[config.mk]
export PLATFORM = sky130hd
export DESIGN_NAME = sadec_decoder
export DESIGN_NICKNAME = d
export VERILOG_FILES = /design/src/pkg/sadec_pkg.sv /design/src/rtl/sadec_decoder.sv
export SDC_FILE = /design/constraint.sdc
export NUM_CORES = 1
export LEC_CHECK = 0
export BUFFER_PORTS_ARGS = -buffer_cell sky130_fd_sc_hd__buf_2
export CAP_MARGIN = 20
export CORE_MARGIN = 4
export CORE_UTILIZATION = 50
export CTS_BUF_LIST = sky130_fd_sc_hd__clkbuf_8 sky130_fd_sc_hd__clkbuf_16
export DETAILED_ROUTE_END_ITERATION = 16
export PLACE_DENSITY = 0.8
export SLEW_MARGIN = 15
export SYNTH_ARGS = -nofsm -noshare
export SYNTH_HDL_FRONTEND = slang
export SYNTH_SLANG_ARGS = --single-unit
[constraint.sdc]
create_clock -name i_clk -period 6.1 [get_ports i_clk]
set_input_delay 0 -clock i_clk [delete_from_list [all_inputs] [get_ports i_clk]]
set_output_delay 0 -clock i_clk [all_outputs]
set_load 0.01 [all_outputs]
[src/pkg/sadec_pkg.sv]
package sadec_pkg;

    // target codes
    typedef enum logic [4:0] {
        SADEC_T_NONE      = 5'h00,
        SADEC_T_RAM       = 5'h01,
        SADEC_T_EXTREGS   = 5'h02,
        SADEC_T_CACHEREGS = 5'h03,
        SADEC_T_SER0REGS  = 5'h04,
        SADEC_T_SER1REGS  = 5'h05,
        SADEC_T_TIM0REGS  = 5'h06,
        SADEC_T_TIM1REGS  = 5'h07,
        SADEC_T_IRQSEL    = 5'h08,
        SADEC_T_DEVCFG    = 5'h09,
        SADEC_T_XFERREGS  = 5'h0A,
        SADEC_T_GPIO      = 5'h0B,
        SADEC_T_CLKMUL    = 5'h0C,
        SADEC_T_QUICK     = 5'h0D,
        SADEC_T_SER0DATA  = 5'h0E,
        SADEC_T_SER1DATA  = 5'h0F,
        SADEC_T_CE0       = 5'h10,
        SADEC_T_CE1       = 5'h11,
        SADEC_T_CE2       = 5'h12,
        SADEC_T_CE3       = 5'h13
    } sadec_target_t;

    // register slots inside a selected block
    typedef enum logic [4:0] {
        SADEC_S_NONE        = 5'h00,
        SADEC_S_EXT_GLOBAL  = 5'h01,
        SADEC_S_REGION1     = 5'h02,
        SADEC_S_REGION0     = 5'h03,
        SADEC_S_REGION2     = 5'h04,
        SADEC_S_REGION3     = 5'h05,
        SADEC_S_SDRAM_CTL   = 5'h06,
        SADEC_S_SDRAM_REF   = 5'h07,
        SADEC_S_SDRAM_EXT   = 5'h08,
        SADEC_S_CACHE_RANGE = 5'h09,
        SADEC_S_CACHE_WB    = 5'h0A,
        SADEC_S_CACHE_WBINV = 5'h0B,
        SADEC_S_MEM_ATTR    = 5'h0C,
        SADEC_S_IRQ_HIGH    = 5'h0D,
        SADEC_S_IRQ_LOW     = 5'h0E,
        SADEC_S_IRQ_POL     = 5'h0F
    } sadec_slot_t;

    // region bounds, inclusive
    localparam logic [31:0] RAM_LO   = 32'h0000_0000;
    localparam logic [31:0] RAM_HI   = 32'h0000_FFFF;
    localparam logic [31:0] EXTR_LO  = 32'h0180_0000;
    localparam logic [31:0] EXTR_HI  = 32'h0183_FFFF;
    localparam logic [31:0] CACR_LO  = 32'h0184_0000;
    localparam logic [31:0] CACR_HI  = 32'h0187_FFFF;
    localparam logic [31:0] S0R_LO   = 32'h018C_0000;
    localparam logic [31:0] S0R_HI   = 32'h018F_FFFF;
    localparam logic [31:0] S1R_LO   = 32'h0190_0000;
    localparam logic [31:0] S1R_HI   = 32'h0193_FFFF;
    localparam logic [31:0] T0R_LO   = 32'h0194_0000;
    localparam logic [31:0] T0R_HI   = 32'h0197_FFFF;
    localparam logic [31:0] T1R_LO   = 32'h0198_0000;
    localparam logic [31:0] T1R_HI   = 32'h019B_FFFF;
    localparam logic [31:0] IRQ_LO   = 32'h019C_0000;
    localparam logic [31:0] IRQ_HI   = 32'h019C_01FF;
    localparam logic [31:0] DCFG_LO  = 32'h019C_0200;
    localparam logic [31:0] DCFG_HI  = 32'h019C_0203;
    localparam logic [31:0] XFR_LO   = 32'h01A0_0000;
    localparam logic [31:0] XFR_HI   = 32'h01A3_FFFF;
    localparam logic [31:0] GPIO_LO  = 32'h01B0_0000;
    localparam logic [31:0] GPIO_HI  = 32'h01B0_3FFF;
    localparam logic [31:0] CLKM_LO  = 32'h01B7_C000;
    localparam logic [31:0] CLKM_HI  = 32'h01B7_DFFF;
    localparam logic [31:0] QCK_LO   = 32'h0200_0000;
    localparam logic [31:0] QCK_HI   = 32'h0200_0033;
    localparam logic [31:0] S0D_LO   = 32'h3000_0000;
    localparam logic [31:0] S0D_HI   = 32'h33FF_FFFF;
    localparam logic [31:0] S1D_LO   = 32'h3400_0000;
    localparam logic [31:0] S1D_HI   = 32'h37FF_FFFF;
    localparam logic [31:0] EXT_BASE = 32'h8000_0000;
    localparam logic [31:0] EXT_HI   = 32'hBFFF_FFFF;

    // external space layout
    localparam int          CE_SEL_MSB = 29;
    localparam int          CE_SEL_LSB = 28;
    localparam int          EWA_MSB    = 21;
    localparam int          EWA_LSB    = 2;

    // external-interface block offsets
    localparam logic [31:0] EXT_GLOBAL_A = 32'h0180_0000;
    localparam logic [31:0] REGION1_A    = 32'h0180_0004;
    localparam logic [31:0] REGION0_A    = 32'h0180_0008;
    localparam logic [31:0] REGION2_A    = 32'h0180_0010;
    localparam logic [31:0] REGION3_A    = 32'h0180_0014;
    localparam logic [31:0] SDRAM_CTL_A  = 32'h0180_0018;
    localparam logic [31:0] SDRAM_REF_A  = 32'h0180_001C;
    localparam logic [31:0] SDRAM_EXT_A  = 32'h0180_0020;

    // cache-control block offsets
    localparam logic [31:0] CRANGE_LO    = 32'h0184_4000;
    localparam logic [31:0] CRANGE_HI    = 32'h0184_4037;
    localparam logic [31:0] CWB_ALL_A    = 32'h0184_5000;
    localparam logic [31:0] CWBINV_ALL_A = 32'h0184_5004;
    localparam logic [31:0] MATTR_LO     = 32'h0184_8200;
    localparam logic [31:0] MATTR_HI     = 32'h0184_82CF;
    localparam int          MATTR_CE_MSB = 7;
    localparam int          MATTR_CE_LSB = 6;
    localparam int          MATTR_IX_MSB = 3;
    localparam int          MATTR_IX_LSB = 2;

    // interrupt selector offsets
    localparam logic [31:0] IRQ_HIGH_A   = 32'h019C_0000;
    localparam logic [31:0] IRQ_LOW_A    = 32'h019C_0004;
    localparam logic [31:0] IRQ_POL_A    = 32'h019C_0008;

endpackage

[src/rtl/sadec_decoder.sv]
`timescale 1ns/1ns

////////////////////////////////////////////////////////////////////////////////
// Notes on behaviour
// [RULE_01] 64K on-chip RAM at 0x00000000 to 0x0000FFFF
// [RULE_02] RAM serves instruction fetches and data alike
// [RULE_03] nothing below 0x80000000 ever goes to external memory
// [RULE_04] four 256M regions from 0x80000000; 0xC0000000 up reserved
// [RULE_05] external port drives word address lines 21..2 only
// [RULE_06] full 256MB region needs outside logic for the missing lines 27..22
// [RULE_07] external regs at 0x01800000, cache regs at 0x01840000
// [RULE_08] serial port register blocks at 0x018C0000 and 0x01900000
// [RULE_09] timer register blocks at 0x01940000 and 0x01980000
// [RULE_10] 512-byte interrupt selector region at 0x019C0000
// [RULE_11] enhanced variant only: 4-byte device config at 0x019C0200
// [RULE_12] transfer-engine RAM and registers at 0x01A00000, 256K
// [RULE_13] enhanced variant only: GPIO at 0x01B00000, clock ctrl 0x01B7C000
// [RULE_14] 52-byte quick-transfer region at 0x02000000
// [RULE_15] serial data windows at 0x30000000 and 0x34000000, 64M each
// [RULE_16] gaps are reserved and reach no target
// [RULE_17] external block slots: global, region 1,0, gap, 2,3, SDRAM trio
// [RULE_18] sixteen memory-attribute slots, four per region, 0x01848200 on
// [RULE_19] interrupt select high slot at 0x019C0000 for inputs 10..15
// [RULE_20] interrupt select low slot at 0x019C0004 for inputs 4..9
// [RULE_21] interrupt polarity slot at 0x019C0008 for external inputs 4..7
// [RULE_22] cache range pairs at 0x01844000, writeback-all 0x01845000/4
// [RULE_23] reserved access completes at once, reads zero, writes dropped
module sadec_decoder #(
    parameter bit ENHANCED = 1'b1
) (
    // clock and reset
    input  wire logic        i_clk,
    input  wire logic        i_rst,
    // request from a bus master
    input  wire logic        i_req,
    input  wire logic        i_we,
    input  wire logic        i_fetch,
    input  wire logic [31:0] i_addr,
    // decoded answer, one cycle after the request
    output logic             o_valid,
    output logic             o_we,
    output logic             o_fetch,
    output logic [4:0]       o_target,
    output logic [4:0]       o_slot,
    output logic [3:0]       o_attr_index,
    output logic [1:0]       o_range_pair,
    output logic             o_reserved,
    output logic             o_ce_sel_n0,
    output logic [3:0]       o_ce_active,
    output logic [19:0]      o_ext_word_addr,
    output logic [31:0]      o_local_addr
);

    ////////////////////////////////////////////////////////////////////////////
    // helpers

    // inclusive range check
    function automatic logic in_rng(input logic [31:0] a,
                                    input logic [31:0] lo,
                                    input logic [31:0] hi);
        in_rng = (a >= lo) && (a <= hi);
    endfunction

    ////////////////////////////////////////////////////////////////////////////
    // target decode

    sadec_pkg::sadec_target_t tgt_nxt;

    // region lookup; anything unmatched falls to none
    always_comb begin
        tgt_nxt = sadec_pkg::SADEC_T_NONE; // RULE_16
        if (in_rng(i_addr, sadec_pkg::RAM_LO, sadec_pkg::RAM_HI)) begin
            tgt_nxt = sadec_pkg::SADEC_T_RAM; // RULE_01
        end else if (in_rng(i_addr, sadec_pkg::EXTR_LO, sadec_pkg::EXTR_HI)) begin
            tgt_nxt = sadec_pkg::SADEC_T_EXTREGS; // RULE_07
        end else if (in_rng(i_addr, sadec_pkg::CACR_LO, sadec_pkg::CACR_HI)) begin
            tgt_nxt = sadec_pkg::SADEC_T_CACHEREGS; // RULE_07
        end else if (in_rng(i_addr, sadec_pkg::S0R_LO, sadec_pkg::S0R_HI)) begin
            tgt_nxt = sadec_pkg::SADEC_T_SER0REGS; // RULE_08
        end else if (in_rng(i_addr, sadec_pkg::S1R_LO, sadec_pkg::S1R_HI)) begin
            tgt_nxt = sadec_pkg::SADEC_T_SER1REGS; // RULE_08
        end else if (in_rng(i_addr, sadec_pkg::T0R_LO, sadec_pkg::T0R_HI)) begin
            tgt_nxt = sadec_pkg::SADEC_T_TIM0REGS; // RULE_09
        end else if (in_rng(i_addr, sadec_pkg::T1R_LO, sadec_pkg::T1R_HI)) begin
            tgt_nxt = sadec_pkg::SADEC_T_TIM1REGS; // RULE_09
        end else if (in_rng(i_addr, sadec_pkg::IRQ_LO, sadec_pkg::IRQ_HI)) begin
            tgt_nxt = sadec_pkg::SADEC_T_IRQSEL; // RULE_10
        end else if (ENHANCED &&
                     in_rng(i_addr, sadec_pkg::DCFG_LO, sadec_pkg::DCFG_HI)) begin
            tgt_nxt = sadec_pkg::SADEC_T_DEVCFG; // RULE_11
        end else if (in_rng(i_addr, sadec_pkg::XFR_LO, sadec_pkg::XFR_HI)) begin
            tgt_nxt = sadec_pkg::SADEC_T_XFERREGS; // RULE_12
        end else if (ENHANCED &&
                     in_rng(i_addr, sadec_pkg::GPIO_LO, sadec_pkg::GPIO_HI)) begin
            tgt_nxt = sadec_pkg::SADEC_T_GPIO; // RULE_13
        end else if (ENHANCED &&
                     in_rng(i_addr, sadec_pkg::CLKM_LO, sadec_pkg::CLKM_HI)) begin
            tgt_nxt = sadec_pkg::SADEC_T_CLKMUL; // RULE_13
        end else if (in_rng(i_addr, sadec_pkg::QCK_LO, sadec_pkg::QCK_HI)) begin
            tgt_nxt = sadec_pkg::SADEC_T_QUICK; // RULE_14
        end else if (in_rng(i_addr, sadec_pkg::S0D_LO, sadec_pkg::S0D_HI)) begin
            tgt_nxt = sadec_pkg::SADEC_T_SER0DATA; // RULE_15
        end else if (in_rng(i_addr, sadec_pkg::S1D_LO, sadec_pkg::S1D_HI)) begin
            tgt_nxt = sadec_pkg::SADEC_T_SER1DATA; // RULE_15
        end else if (in_rng(i_addr, sadec_pkg::EXT_BASE, sadec_pkg::EXT_HI)) begin
            // only addresses at or above the external base get here
            unique case (i_addr[sadec_pkg::CE_SEL_MSB:sadec_pkg::CE_SEL_LSB])
                2'h0: tgt_nxt = sadec_pkg::SADEC_T_CE0; // RULE_04 RULE_03
                2'h1: tgt_nxt = sadec_pkg::SADEC_T_CE1; // RULE_04
                2'h2: tgt_nxt = sadec_pkg::SADEC_T_CE2; // RULE_04
                2'h3: tgt_nxt = sadec_pkg::SADEC_T_CE3; // RULE_04
            endcase
        end
    end

    ////////////////////////////////////////////////////////////////////////////
    // slot decode inside register blocks

    sadec_pkg::sadec_slot_t slot_nxt;
    logic [3:0]             attr_nxt;
    logic [1:0]             pair_nxt;

    // slot pick; only meaningful with the matching target
    always_comb begin
        slot_nxt = sadec_pkg::SADEC_S_NONE;
        attr_nxt = 4'h0;
        pair_nxt = 2'h0;
        if (tgt_nxt == sadec_pkg::SADEC_T_EXTREGS) begin
            // 0x0C stays empty between region 0 and region 2
            if (i_addr == sadec_pkg::EXT_GLOBAL_A) begin
                slot_nxt = sadec_pkg::SADEC_S_EXT_GLOBAL; // RULE_17
            end else if (i_addr == sadec_pkg::REGION1_A) begin
                slot_nxt = sadec_pkg::SADEC_S_REGION1; // RULE_17
            end else if (i_addr == sadec_pkg::REGION0_A) begin
                slot_nxt = sadec_pkg::SADEC_S_REGION0; // RULE_17
            end else if (i_addr == sadec_pkg::REGION2_A) begin
                slot_nxt = sadec_pkg::SADEC_S_REGION2; // RULE_17
            end else if (i_addr == sadec_pkg::REGION3_A) begin
                slot_nxt = sadec_pkg::SADEC_S_REGION3; // RULE_17
            end else if (i_addr == sadec_pkg::SDRAM_CTL_A) begin
                slot_nxt = sadec_pkg::SADEC_S_SDRAM_CTL; // RULE_17
            end else if (i_addr == sadec_pkg::SDRAM_REF_A) begin
                slot_nxt = sadec_pkg::SADEC_S_SDRAM_REF; // RULE_17
            end else if (i_addr == sadec_pkg::SDRAM_EXT_A) begin
                slot_nxt = sadec_pkg::SADEC_S_SDRAM_EXT; // RULE_17
            end
        end else if (tgt_nxt == sadec_pkg::SADEC_T_CACHEREGS) begin
            if (in_rng(i_addr, sadec_pkg::CRANGE_LO, sadec_pkg::CRANGE_HI)
                && (i_addr[3:2] < 2'h2)) begin
                // pairs at +0x00, +0x10, +0x20, +0x30
                slot_nxt = sadec_pkg::SADEC_S_CACHE_RANGE; // RULE_22
                pair_nxt = i_addr[5:4]; // RULE_22
            end else if (i_addr == sadec_pkg::CWB_ALL_A) begin
                slot_nxt = sadec_pkg::SADEC_S_CACHE_WB; // RULE_22
            end else if (i_addr == sadec_pkg::CWBINV_ALL_A) begin
                slot_nxt = sadec_pkg::SADEC_S_CACHE_WBINV; // RULE_22
            end else if (in_rng(i_addr, sadec_pkg::MATTR_LO,
                                sadec_pkg::MATTR_HI)
                         && (i_addr[5:4] == 2'h0)) begin
                // four words per region, region steps by 0x40
                slot_nxt = sadec_pkg::SADEC_S_MEM_ATTR; // RULE_18
                attr_nxt = {i_addr[sadec_pkg::MATTR_CE_MSB:
                                   sadec_pkg::MATTR_CE_LSB],
                            i_addr[sadec_pkg::MATTR_IX_MSB:
                                   sadec_pkg::MATTR_IX_LSB]}; // RULE_18
            end
        end else if (tgt_nxt == sadec_pkg::SADEC_T_IRQSEL) begin
            if (i_addr == sadec_pkg::IRQ_HIGH_A) begin
                slot_nxt = sadec_pkg::SADEC_S_IRQ_HIGH; // RULE_19
            end else if (i_addr == sadec_pkg::IRQ_LOW_A) begin
                slot_nxt = sadec_pkg::SADEC_S_IRQ_LOW; // RULE_20
            end else if (i_addr == sadec_pkg::IRQ_POL_A) begin
                slot_nxt = sadec_pkg::SADEC_S_IRQ_POL; // RULE_21
            end
        end
    end

    ////////////////////////////////////////////////////////////////////////////
    // registered answer

    logic is_ce;
    assign is_ce = (tgt_nxt == sadec_pkg::SADEC_T_CE0) ||
                   (tgt_nxt == sadec_pkg::SADEC_T_CE1) ||
                   (tgt_nxt == sadec_pkg::SADEC_T_CE2) ||
                   (tgt_nxt == sadec_pkg::SADEC_T_CE3);

    // handshake and access kind
    always_ff @(posedge i_clk or posedge i_rst) begin
        if (i_rst) begin
            o_valid <= 1'b0;
            o_we    <= 1'b0;
            o_fetch <= 1'b0;
        end else begin
            o_valid <= i_req; // RULE_23
            o_we    <= i_req && i_we;
            o_fetch <= i_req && i_fetch; // RULE_02
        end
    end

    // target and slot
    always_ff @(posedge i_clk or posedge i_rst) begin
        if (i_rst) begin
            o_target     <= 5'h00;
            o_slot       <= 5'h00;
            o_attr_index <= 4'h0;
            o_range_pair <= 2'h0;
            o_reserved   <= 1'b0;
        end else if (i_req) begin
            o_target     <= tgt_nxt;
            o_slot       <= slot_nxt;
            o_attr_index <= attr_nxt;
            o_range_pair <= pair_nxt;
            o_reserved   <= (tgt_nxt == sadec_pkg::SADEC_T_NONE); // RULE_23
        end else begin
            o_target     <= 5'h00;
            o_slot       <= 5'h00;
            o_attr_index <= 4'h0;
            o_range_pair <= 2'h0;
            o_reserved   <= 1'b0;
        end
    end

    // chip enables and external word address
    always_ff @(posedge i_clk or posedge i_rst) begin
        if (i_rst) begin
            o_ce_sel_n0     <= 1'b1;
            o_ce_active     <= 4'h0;
            o_ext_word_addr <= 20'h00000;
        end else if (i_req && is_ce) begin
            o_ce_sel_n0     <= ~(tgt_nxt == sadec_pkg::SADEC_T_CE0);
            o_ce_active     <= 4'h1 << i_addr[sadec_pkg::CE_SEL_MSB:
                                             sadec_pkg::CE_SEL_LSB]; // RULE_04
            // upper address bits are dropped; outside logic adds more
            o_ext_word_addr <= i_addr[sadec_pkg::EWA_MSB:
                                      sadec_pkg::EWA_LSB]; // RULE_05 RULE_06
        end else begin
            o_ce_sel_n0     <= 1'b1;
            o_ce_active     <= 4'h0; // RULE_03
            o_ext_word_addr <= 20'h00000;
        end
    end

    // offset within RAM, full address for other targets, zero when reserved or idle
    always_ff @(posedge i_clk or posedge i_rst) begin
        if (i_rst) begin
            o_local_addr <= 32'h0000_0000;
        end else if (i_req && (tgt_nxt == sadec_pkg::SADEC_T_RAM)) begin
            o_local_addr <= i_addr - sadec_pkg::RAM_LO; // RULE_01
        end else if (i_req && (tgt_nxt != sadec_pkg::SADEC_T_NONE)) begin
            o_local_addr <= i_addr;
        end else begin
            o_local_addr <= 32'h0000_0000; // RULE_23
        end
    end

endmodule

; Yosys cells after proc, flatten, opt, wreduce, memory -nomap -nowiden
; Index checks and enable logic that the tools add are counted.
; Widths: inputs -> output; s select.
[op_classes]
eq_ne = 24
magnitude_cmp = 37
bitwise = 1
n_reduce_logical = 32
mux = 54
shifts = 1
[op_table]
columns = op, n
row1 = $eq 32x25->1 const B, 13
row2 = $ge 32x25->1 const B, 13
row3 = $le 32x25->1 const B, 13
row4 = $mux 5, 20
row5 = $mux 4, 24
row6 = $ge 32x30->1 const B, 2
row7 = $le 32x30->1 const B, 2
row8 = $mux 32, 2
row9 = $ge 32x1->1 const B, 1
row10 = $ge 32x26->1 const B, 1
row11 = $ge 32x32->1 const B, 1
row12 = $le 32x16->1 const B, 1
row13 = $le 32x26->1 const B, 1
row14 = $le 32x32->1 const B, 1
row15 = $logic_and 1x1->1, 25
row16 = $eq 5x5->1 const B, 4
row17 = $mux 20, 1
row18 = $pmux 5 s4, 1
row19 = $eq 5x2->1 const B, 2
row20 = $mux 2, 4
row21 = $eq 5x1->1 const B, 1
row22 = $eq 5x4->1 const B, 1
row23 = $logic_not 5->1, 1
row24 = $reduce_bool 5->1, 1
row25 = 8 further kinds, 13
[word_totals]
inputBits = 37
word_cells = 161
out_inout_bits = 77
reg_bits = 77

; Logic depth before layout (Yosys ltp)
; Gate-level depths: netlist (run 1).
[depth]
depth_word = 24
depth_mapped = 8
ltp_nobuf = 6

; Worst setup path after synthesis (run 1)
; Ideal clock, no wire load.
[synth_path]
kind = input to register
from = input port i_addr[22]
to = register o_slot[3]
slack_ps = 4281
arrival_time_ps = 1716
stages = 6
required_time_ps = 5997
n_path_buf = 0
cell_sequence = or3b_1 > or3_4 > or2_1 > or3_4 > nor3b_1 > o41ai_2
[synth_via]
elab_chain_len = 23
[synth_lines]
columns = item, line
row1 = from (decl), sadec_decoder.sv:38  ; input wire logic [31:0] i_addr,
row2 = $ge 32x32->1 or $le 32x32->1 (tied branches), sadec_decoder.sv:61  ; in_rng = (a >= lo) && (a <= hi);
row3 = $logic_and 1x1->1, sadec_decoder.sv:61
row4 = $mux 5, sadec_decoder.sv:105  ; end else if (in_rng(i_addr, sadec_pkg::EXT_BASE, sadec_pkg::EXT_HI)) begin
row5 = $mux 5, sadec_decoder.sv:103  ; end else if (in_rng(i_addr, sadec_pkg::S1D_LO, sadec_pkg::S1D_HI)) begin
row6 = $mux 5, sadec_decoder.sv:101  ; end else if (in_rng(i_addr, sadec_pkg::S0D_LO, sadec_pkg::S0D_HI)) begin
row7 = $mux 5, sadec_decoder.sv:99  ; end else if (in_rng(i_addr, sadec_pkg::QCK_LO, sadec_pkg::QCK_HI)) begin
row8 = $mux 5, sadec_decoder.sv:96  ; end else if (ENHANCED &&
row9 = $mux 5, sadec_decoder.sv:93  ; end else if (ENHANCED &&
row10 = [... 7 more ...], --
row11 = $mux 5, sadec_decoder.sv:76  ; end else if (in_rng(i_addr, sadec_pkg::CACR_LO, sadec_pkg::CACR_HI)) begin
row12 = $mux 5, sadec_decoder.sv:74  ; end else if (in_rng(i_addr, sadec_pkg::EXTR_LO, sadec_pkg::EXTR_HI)) begin
row13 = $mux 5, sadec_decoder.sv:72  ; if (in_rng(i_addr, sadec_pkg::RAM_LO, sadec_pkg::RAM_HI)) begin
row14 = $eq 5x4->1, sadec_decoder.sv:167  ; end else if (tgt_nxt == sadec_pkg::SADEC_T_IRQSEL) begin
row15 = $mux 4, sadec_decoder.sv:167
row16 = $mux 5, sadec_decoder.sv:147  ; end else if (tgt_nxt == sadec_pkg::SADEC_T_CACHEREGS) begin
row17 = $mux 5 (*), sadec_decoder.sv:128  ; if (tgt_nxt == sadec_pkg::SADEC_T_EXTREGS) begin
row18 = $mux 5 (*), sadec_decoder.sv:208  ; end else if (i_req) begin
row19 = to (signal assigned), sadec_decoder.sv:210  ; o_slot <= slot_nxt;
row20 = to (decl), sadec_decoder.sv:44  ; output logic [4:0] o_slot,
; Every way passes the cells marked *; elsewhere a longest branch is shown, timed or not.

; Worst setup path after layout (run 1)
[layout_path]
from = input port i_addr[28]
to = register o_slot[3]
[layout_via]
elab_chain_len = 23
[layout_lines]
columns = item, line
row1 = "$ge 32x32->1, or another cell as far along", sadec_decoder.sv:61
row2 = $logic_and 1x1->1 or $pmux 5 s4 (tied branches), "sadec_decoder.sv:61, sadec_decoder.sv:107"
row3 = $mux 5, sadec_decoder.sv:105
row4 = $mux 5, sadec_decoder.sv:103
row5 = $mux 5, sadec_decoder.sv:101
row6 = $mux 5, sadec_decoder.sv:99
row7 = $mux 5, sadec_decoder.sv:96
row8 = $mux 5, sadec_decoder.sv:93
row9 = [... 7 more ...], --
row10 = $mux 5, sadec_decoder.sv:76
row11 = $mux 5, sadec_decoder.sv:74
row12 = $mux 5, sadec_decoder.sv:72
row13 = $eq 5x4->1, sadec_decoder.sv:167
row14 = $mux 4, sadec_decoder.sv:167
row15 = $mux 5, sadec_decoder.sv:147
row16 = $mux 5 (*), sadec_decoder.sv:128
row17 = $mux 5 (*), sadec_decoder.sv:208
; Every way passes the cells marked *; elsewhere a longest branch is shown, timed or not. The select of a mux whose other input is x is not followed.

==> run summary, run 1 <==
The flow ran to the end, and the final reports show no timing, DRC or antenna violations. Area growth from synthesis to layout: 32.8%. Data on the critical path is required at its endpoint by 6.34 ns.

The tools report the number of failing setup endpoints in the final timing report as 0. Once detail routing completed, the nets flagged for antenna violations numbered 0. The multi-input combinational cells in the finished layout cover a total of 1260 sq um. In this design, the stage delay of the slowest critical-path cell is 0.58 ns.

The global router's overall resource usage came out at 0.230. Path category of the worst min-delay check: in2reg. The worst setup path is captured at a flip-flop. The net switching share of the total power is 0.263, and the number of cells upsized or downsized after cts is 0.

The clock tree synthesis step divided the H-tree into 3 levels. Counting flops and latches in the post-synthesis netlist gives 76. The run gives 483 as the number of nets in the layout.

The critical path goes through dlygate4sd3_1 > buf_2 > nor4_1 > nand3_1 > or2_1 > or3_4 > nor3b_1 > o41ai_2. In this run, distinct cell masters in the synthesized netlist total 49. The repair_antennas step left the layout with diodes totalling 0.

TritonCTS built the clock tree. The via count of the first global-routing pass is 2842. Count of port buffers added during placement: 112.

The count of maximum capacitance violations was 0. For this run the aggregate overflow at the end of global routing stands at 0. The run gives 0.127 as the power share of the combinational group. For the power dissipated by switching net loads, the log shows 0.258 mW. For this design the ratio of total power to cell area is 226 nW/um^2. Number of endpoints with negative hold slack in the final report: 0. Setup repair after global routing left no endpoint under its margin. Yosys attributes the largest share of cell area to sky130_fd_sc_hd__dfrtp_1 57%, sky130_fd_sc_hd__and3_1 6.7%, sky130_fd_sc_hd__and2_1 4.6%. Entering global routing, the biggest net connects 77 pins. The sequential power share was 0.532. The synthesized design contains 0 enable-type register cells. For the pin with the worst max-slew slack, the measured transition is 0.916 ns. Together, buffers and inverters on the worst path number 2.

After detailed routing, the average wire length per cell comes to 16.5 um. The headroom to the max-slew limit came out at 0.389. The category of the most critical setup path is in2reg.

The fraction of post-synthesis cell area in the top cell type by area is 0.573, and the final weighted congestion in routability-driven placement is 0.880. The final route contains 2934 vias. After synthesis the cells add up to 3270 sq um. The largest total area in the synthesized netlist belongs to sky130_fd_sc_hd__dfrtp_1. The most used flip-flop cell after synthesis is sky130_fd_sc_hd__dfrtp_1.

The via density per instance is 5.56. After floorplanning, the core was divided into 29 placement rows. The run gives 0.724 mW as the internal power. The final critical-path share of the clock period was 0.421; the total core area was 6350 sq um. In this run the number of cells on the critical path is 8. The cell sitting at the root of the clock tree is a sky130_fd_sc_hd__clkbuf_8. The logs give 0.581 for the sequential cell area fraction in the yosys report and 8730 um for the total length of routed wires.

The first global-routing pass estimated 13900 um of wire. Counting instances, the worst hold path has a depth of 2. For the flip-flop and latch area, the log shows 1900 sq um. Yosys instantiated no cell more often than sky130_fd_sc_hd__dfrtp_1.

After clock tree synthesis, the clock-pin slew on the worst setup and hold paths is 0.07 ns. After layout, the minimum clock period comes to 2.57 ns. The height of the die is 88.9 um. For this block, the initial DRC count from the detailed router was 235. The die covers 7910 sq um. For this run, the number of Yosys warnings is 0. STA classifies the critical path startpoint as a primary input. After detailed routing, the number of remaining DRC violations is 0. Summed over all nets, the half-perimeter wirelength after detailed placement is 5880 um. Adding up every negative setup slack in the final design gives 0 ns. For the first-pass iteration count of the detailed router, the log shows 4. In this run the horizontal extent of the chip is 88.9 um. For the maximum number of buffers from clock root to sink, the log shows 2. Timing would allow up to 0.390 GHz. Across the VDD grid, the largest voltage drop is 0.159 mV. During I/O placement, the number of pins put on the boundary was 114. Counting every sink on the clock net gives 76.

The CTS buffer count was 9; the total power consumption of the routed design was 0.982 mW. Number of fill cells in the layout: 482. The average instance in the mapped netlist occupies 10.6 sq um. In this design, the largest share of critical-path delay is due to simple AND/OR/NAND/NOR gates. The proportion of layout cells with a drive suffix above 1 was 0.302. The share of async-settable or async-resettable flops after synthesis came out at 1.00. Data on the critical path arrives at its endpoint at 2.80 ns. On the critical path, the stage with the largest delay is an instance of sky130_fd_sc_hd__nor4_1.

The synthesized instance count is 310. The run gives 0 as the initial antenna violation count. The clock network fraction of design power is 0.341. The logs give 0.516 for the starting density of the core and 0 for the number of max-slew violations in the final report. Ranked by instance count, the synthesized netlist is headed by 75 x sky130_fd_sc_hd__dfrtp_1, 35 x sky130_fd_sc_hd__and3_1, 24 x sky130_fd_sc_hd__and2_1, 24 x sky130_fd_sc_hd__nor2_1, 17 x sky130_fd_sc_hd__clkbuf_1. The highest fanout seen on the critical path works out to 12. In this run the static leakage power is 2.34 nW.
-- per-stage QoR --
stage	cells	setup WS (ns)	utilization	hold slack (ns)	area [sq um]
finish	528	3.53	0.685	0.0292	4350
global route	528	3.31	0.685	0.0336	4350
global placement	480	3.25	0.607	0.214	3860
detailed placement	480	3.25	0.607	0.222	3860
CTS	527	3.03	0.683	0.0224	4340
floorplan	311	4.16	-	0.0314	3280
-- routing by layer --
layer	track usage	share of wire
met1	0.307	0.41
met3	0.0415	0.083
met2	0.372	0.49
met5	0	0
met4	0.0975	0.015
-- sequential cells by signal, indices dropped and copies added (netlist names), 2 cells and up --
register and count:
o_attr_index 4, o_ce_active 4, o_ext_word_addr 20, o_local_addr 32, o_range_pair 2, o_slot 4
o_target 5
-- cell type report --
| type | count | area share |
|---|---|---|
| Timing Repair Buffer | 145 | 0.205 |
| Inverter | 7 | 0.00633 |
| Sequential cell | 76 | 0.438 |
| Tap cell | 77 | 0.0222 |
| Clock inverter | 6 | 0.00748 |
| Multi-Input combinational cell | 207 | 0.290 |
| Clock buffer | 10 | 0.0316 |
-- cell usage in the layout (no fill, tap or decap), types with 8 or more instances in the layout --
master	count
sky130_fd_sc_hd__clkbuf_8	10
sky130_fd_sc_hd__nor4_1	8
sky130_fd_sc_hd__dfrtp_1	75
sky130_fd_sc_hd__inv_1	9
sky130_fd_sc_hd__and3_1	35
sky130_fd_sc_hd__nor3_1	12
sky130_fd_sc_hd__dlygate4sd3_1	31
sky130_fd_sc_hd__buf_2	112
sky130_fd_sc_hd__and2_1	24
sky130_fd_sc_hd__nand2_1	13
sky130_fd_sc_hd__nor2_1	24
sky130_fd_sc_hd__nand4_1	11
-- power groups by stage --
stage	sequential (mW)	combinational, mW	clock [mW]
3_3_place_gp	0.532	0.105	0
2_1_floorplan	0.541	0.0507	0
3_5_place_dp	0.532	0.107	0
6_report	0.523	0.124	0.335
4_1_cts	0.523	0.122	0.341
5_1_grt	0.524	0.138	0.364
-- worst paths after layout --
path | startpoint | end | slack (ns)
max | i_addr[28] | o_slot[3]$_DFF_PP0_ | 3.53
min | i_addr[18] | o_ext_word_addr[16]$_DFF_PP0_ | 0.03
max in group asynchronous | i_rst | o_range_pair[0]$_DFF_PP0_ | 5.03
min in group asynchronous | i_rst | o_local_addr[30]$_DFF_PP0_ | 0.46
-- kinds of logic after synthesis --
family	after synthesis	share of synthesized area
AND/OR/NAND/NOR	169	0.303
XOR/XNOR	4	0.0107
AO/OA/AOI/OAI	32	0.0692
buffers and inverters	28	0.0344
flip-flops	76	0.581
other	1	0.00115
-- what timing repair did --
action | CTS | global route
hold buffers | 31 | 0
buffers inserted | 0 | 0
endpoints found under the hold margin | 125 | 0
Power figures use the tool's default switching activity.
==> inputs of run 2 (changes only) <==
==> constraint.sdc (replaced) <==
create_clock -name i_clk -period 2.59 [get_ports i_clk]
set_input_delay 0 -clock i_clk [delete_from_list [all_inputs] [get_ports i_clk]]
set_output_delay 0 -clock i_clk [all_outputs]
set_load 0.01 [all_outputs]
==> run summary, run 2 (synthesis gave the netlist of run 1 again) <==
The final-layout setup total negative slack was 0 ns (unchanged); the height of the die was 88.9 um (unchanged). Highest ir drop seen on vdd: 0.381 mV (+140%). The number of flip-flops under the largest register name is 32 (unchanged).

The measured slew at the worst slew-check pin is 0.610 ns (-0.306 ns). The run gives 1.88 mW (+160%) as the internal power. TritonCTS built the clock tree. The smallest clock period supported by the final layout is computed as 2.35 ns. Number of vias after detailed routing: 2986 (+1.8%). Power per unit of standard cell area: 565 nW/um^2 (+150%). The final hold slack was 0.0220 ns (-0.00720 ns).

The tools report the core occupancy in the finished layout as 0.699 (+0.0138). The total power consumption of the routed design is 2.51 mW (+160%). The I/O pin count was 114 (unchanged); the headroom to the max-slew limit was 0.593 (+0.204). The startpoint of the tightest hold check path is i_addr[18]. The proportion of layout cells with a drive suffix above 1 works out to 0.315 (+0.0135). Final weighted congestion in routability-driven placement: 0.953 (+8.3%). The final global-route overflow total is 0 (unchanged), and the die area is 7910 sq um (unchanged).

The remaining antenna violation count after routing was 0 (unchanged); the count of port buffers added during placement was 112 (unchanged). The tools report the critical path capture point type as a flip-flop. Ranked by flip-flop count, first place goes to o_local_addr.

The post-DP HPWL was 5960 um (+1.3%). Based on the critical path, the design can be clocked at up to 0.426 GHz. Setup repair after global routing left no endpoint under its margin. The number of cells on the worst hold path is 2 (unchanged). The min-delay analysis places its worst path in the category in2reg. The number of failing setup endpoints in the final timing report was 0 (unchanged). Number of levels in the clock H-tree: 3 (unchanged). The category of the most critical setup path is in2reg. The run finished with clean final reports. For the sequential power share, the log shows 0.491 (-0.041).

Buffers inserted during post-CTS setup optimization: 0 (unchanged). The clock-pin slew of the registers on the worst-case setup and hold paths works out to 0.08 ns (about the same). The run gives 0 (unchanged) as the initial antenna violation count. CTS placed an instance of sky130_fd_sc_hd__clkbuf_8 at the clock tree root. The largest registers in the layout are o_local_addr (32), o_ext_word_addr (20), o_target (5).

The via count of the first global-routing pass is 2890 (+1.7%), and the leakage power total is 2.38 nW (+1.7%). The count of standard-cell rows came out at 29 (unchanged). The net switching share of the total power works out to 0.249 (-0.0134). The library cell used most frequently in the layout, excluding fill and tap cells, is sky130_fd_sc_hd__buf_2. The starting density of the core is 0.516 (unchanged), and the remaining design rule violation count is 0 (unchanged). The number of fill cells in the layout was 450 (-6.6%); the number of DRC markers in iteration 0 was 282 (+20%). The run gives 14100 um (+1.6%) as the global-route wire length before repair. The worst hold path terminates at o_ext_word_addr[16]$_DFF_PP0_. The CTS sink count is 76 (unchanged). The highest fanout seen on the critical path is 24 (+12). The antenna diode count is 0 (unchanged). The startpoint type of the worst setup path was a primary input.

Leaving out fill and tap cells, the most frequent cells in the layout are 112 x sky130_fd_sc_hd__buf_2, 75 x sky130_fd_sc_hd__dfrtp_1, 35 x sky130_fd_sc_hd__and3_1. Maximum number of pins on one net before global-route repair: 43 (-44%). The run gives 2.63 ns (-0.17 ns) as the data arrival time of the critical path.

The total core area is 6350 sq um (unchanged), and the endpoint required time on the critical path is 2.87 ns (-3.47 ns). The logs give 0.244 ns (-3.29 ns) for the post-route worst setup slack and 0.495 ns (-2.76 ns) for the worst setup slack before clock tree synthesis. The CTS buffer count is 9 (unchanged). For the maximum number of buffers from clock root to sink, the log shows 2 (unchanged). For the count of maximum capacitance violations, the log shows 0 (unchanged).

The via density per instance is 5.59 (+0.63%), and the first-pass iteration count of the detailed router is 6 (+2). The logs give 0.119 (-0.008) for the power share of the combinational group and 8920 um (+2.1%) for the total length of routed wires. The area growth from synthesis to layout was 35.5%.

The global router's overall resource usage is 0.232 (+0.00179). The power dissipated by switching net loads was 0.625 mW (+140%); the average wire length per cell after detail routing was 16.7 um (+0.95%). Final critical-path share of the clock period: 0.906.

The number of nets in the layout was 489 (+1.2%). The number of max-slew violations in the final report is 0 (unchanged). The clock network fraction of design power was 0.390 (+0.049); the width of the die was 88.9 um (unchanged). For the number of endpoints with negative hold slack in the final report, the log shows 0 (unchanged).
[run 2: cell count changes in the layout (fill, tap and decap cells not counted), sizes merged]
cell      previous run  this run
inv                 10         7
clkbuf              10         9
clkinv               2         3
buf                114       120
clkinvlp             1         2
bufinv               0         2
[run 2: critical path, cell delays in order]
cell                            delay [ns]
sky130_fd_sc_hd__dlygate4sd3_1        0.55
sky130_fd_sc_hd__buf_2                0.16
sky130_fd_sc_hd__or3b_1               0.43
sky130_fd_sc_hd__or4_1                0.48
sky130_fd_sc_hd__a211oi_1             0.31
sky130_fd_sc_hd__nor4_1               0.12
sky130_fd_sc_hd__nand4_1              0.13
sky130_fd_sc_hd__buf_4                0.25
sky130_fd_sc_hd__and3_1               0.21
[run 2: final cells by class]
type / instances / area [sq um] / share of cell area
multi-input combinational: 207 / 1260 / 0.285
sequential: 76 / 1900 / 0.429
inverter: 7 / 27.5 / 0.00620
tap: 77 / 96.3 / 0.0217
clock inverter: 7 / 92.6 / 0.0209
timing repair buffer: 151 / 931 / 0.210
clock buffer: 9 / 124 / 0.0279
[run 2: worst max path at each step]
| stage | from | endpoint | slack [ns] |
|---|---|---|---|
| global placement | i_addr[22] | o_local_addr[7]$_DFF_PP0_ | 0.55 |
| CTS | i_addr[22] | o_slot[3]$_DFF_PP0_ | 0.27 |
| finish | i_addr[22] | o_local_addr[24]$_DFF_PP0_ | 0.24 |
| floorplan | i_rst | o_attr_index[0]$_DFF_PP0_ | 0.65 |
| global route | i_addr[16] | o_local_addr[24]$_DFF_PP0_ | 0.05 |
| detailed placement | i_addr[22] | o_slot[3]$_DFF_PP0_ | 0.50 |
[run 2: timing repair]
| action | in CTS | in global routing |
|---|---|---|
| endpoints found under the hold margin | 89 | 0 |
| gates resized for setup | 0 | 0 |
| hold buffers | 31 | 0 |
| endpoints found under the setup margin | 0 | 0 |
[run 2: stage by stage]
stage	instance area, sq um	std cells
final	4440	534
after global routing	4440	534
after CTS	4440	534
after detailed placement	3910	487
after global placement	3910	487
after floorplan	3280	311
[run 2: routing by layer]
metal / wire (um) / share of wire / track usage
met3: 767 / 0.086 / 0.0608
met4: 161 / 0.018 / 0.0742
met1: 3580 / 0.40 / 0.308
met2: 4410 / 0.49 / 0.374
met5: 0 / 0 / 0
[run 2: power by group through the flow]
stage	Combinational (mW)	Sequential, mW	Clock (mW)
after floorplan	0.119	1.28	0
after global placement	0.255	1.25	0
after detailed placement	0.259	1.25	0
after CTS	0.296	1.23	0.993
after global routing	0.328	1.23	1.05
final	0.298	1.23	0.978
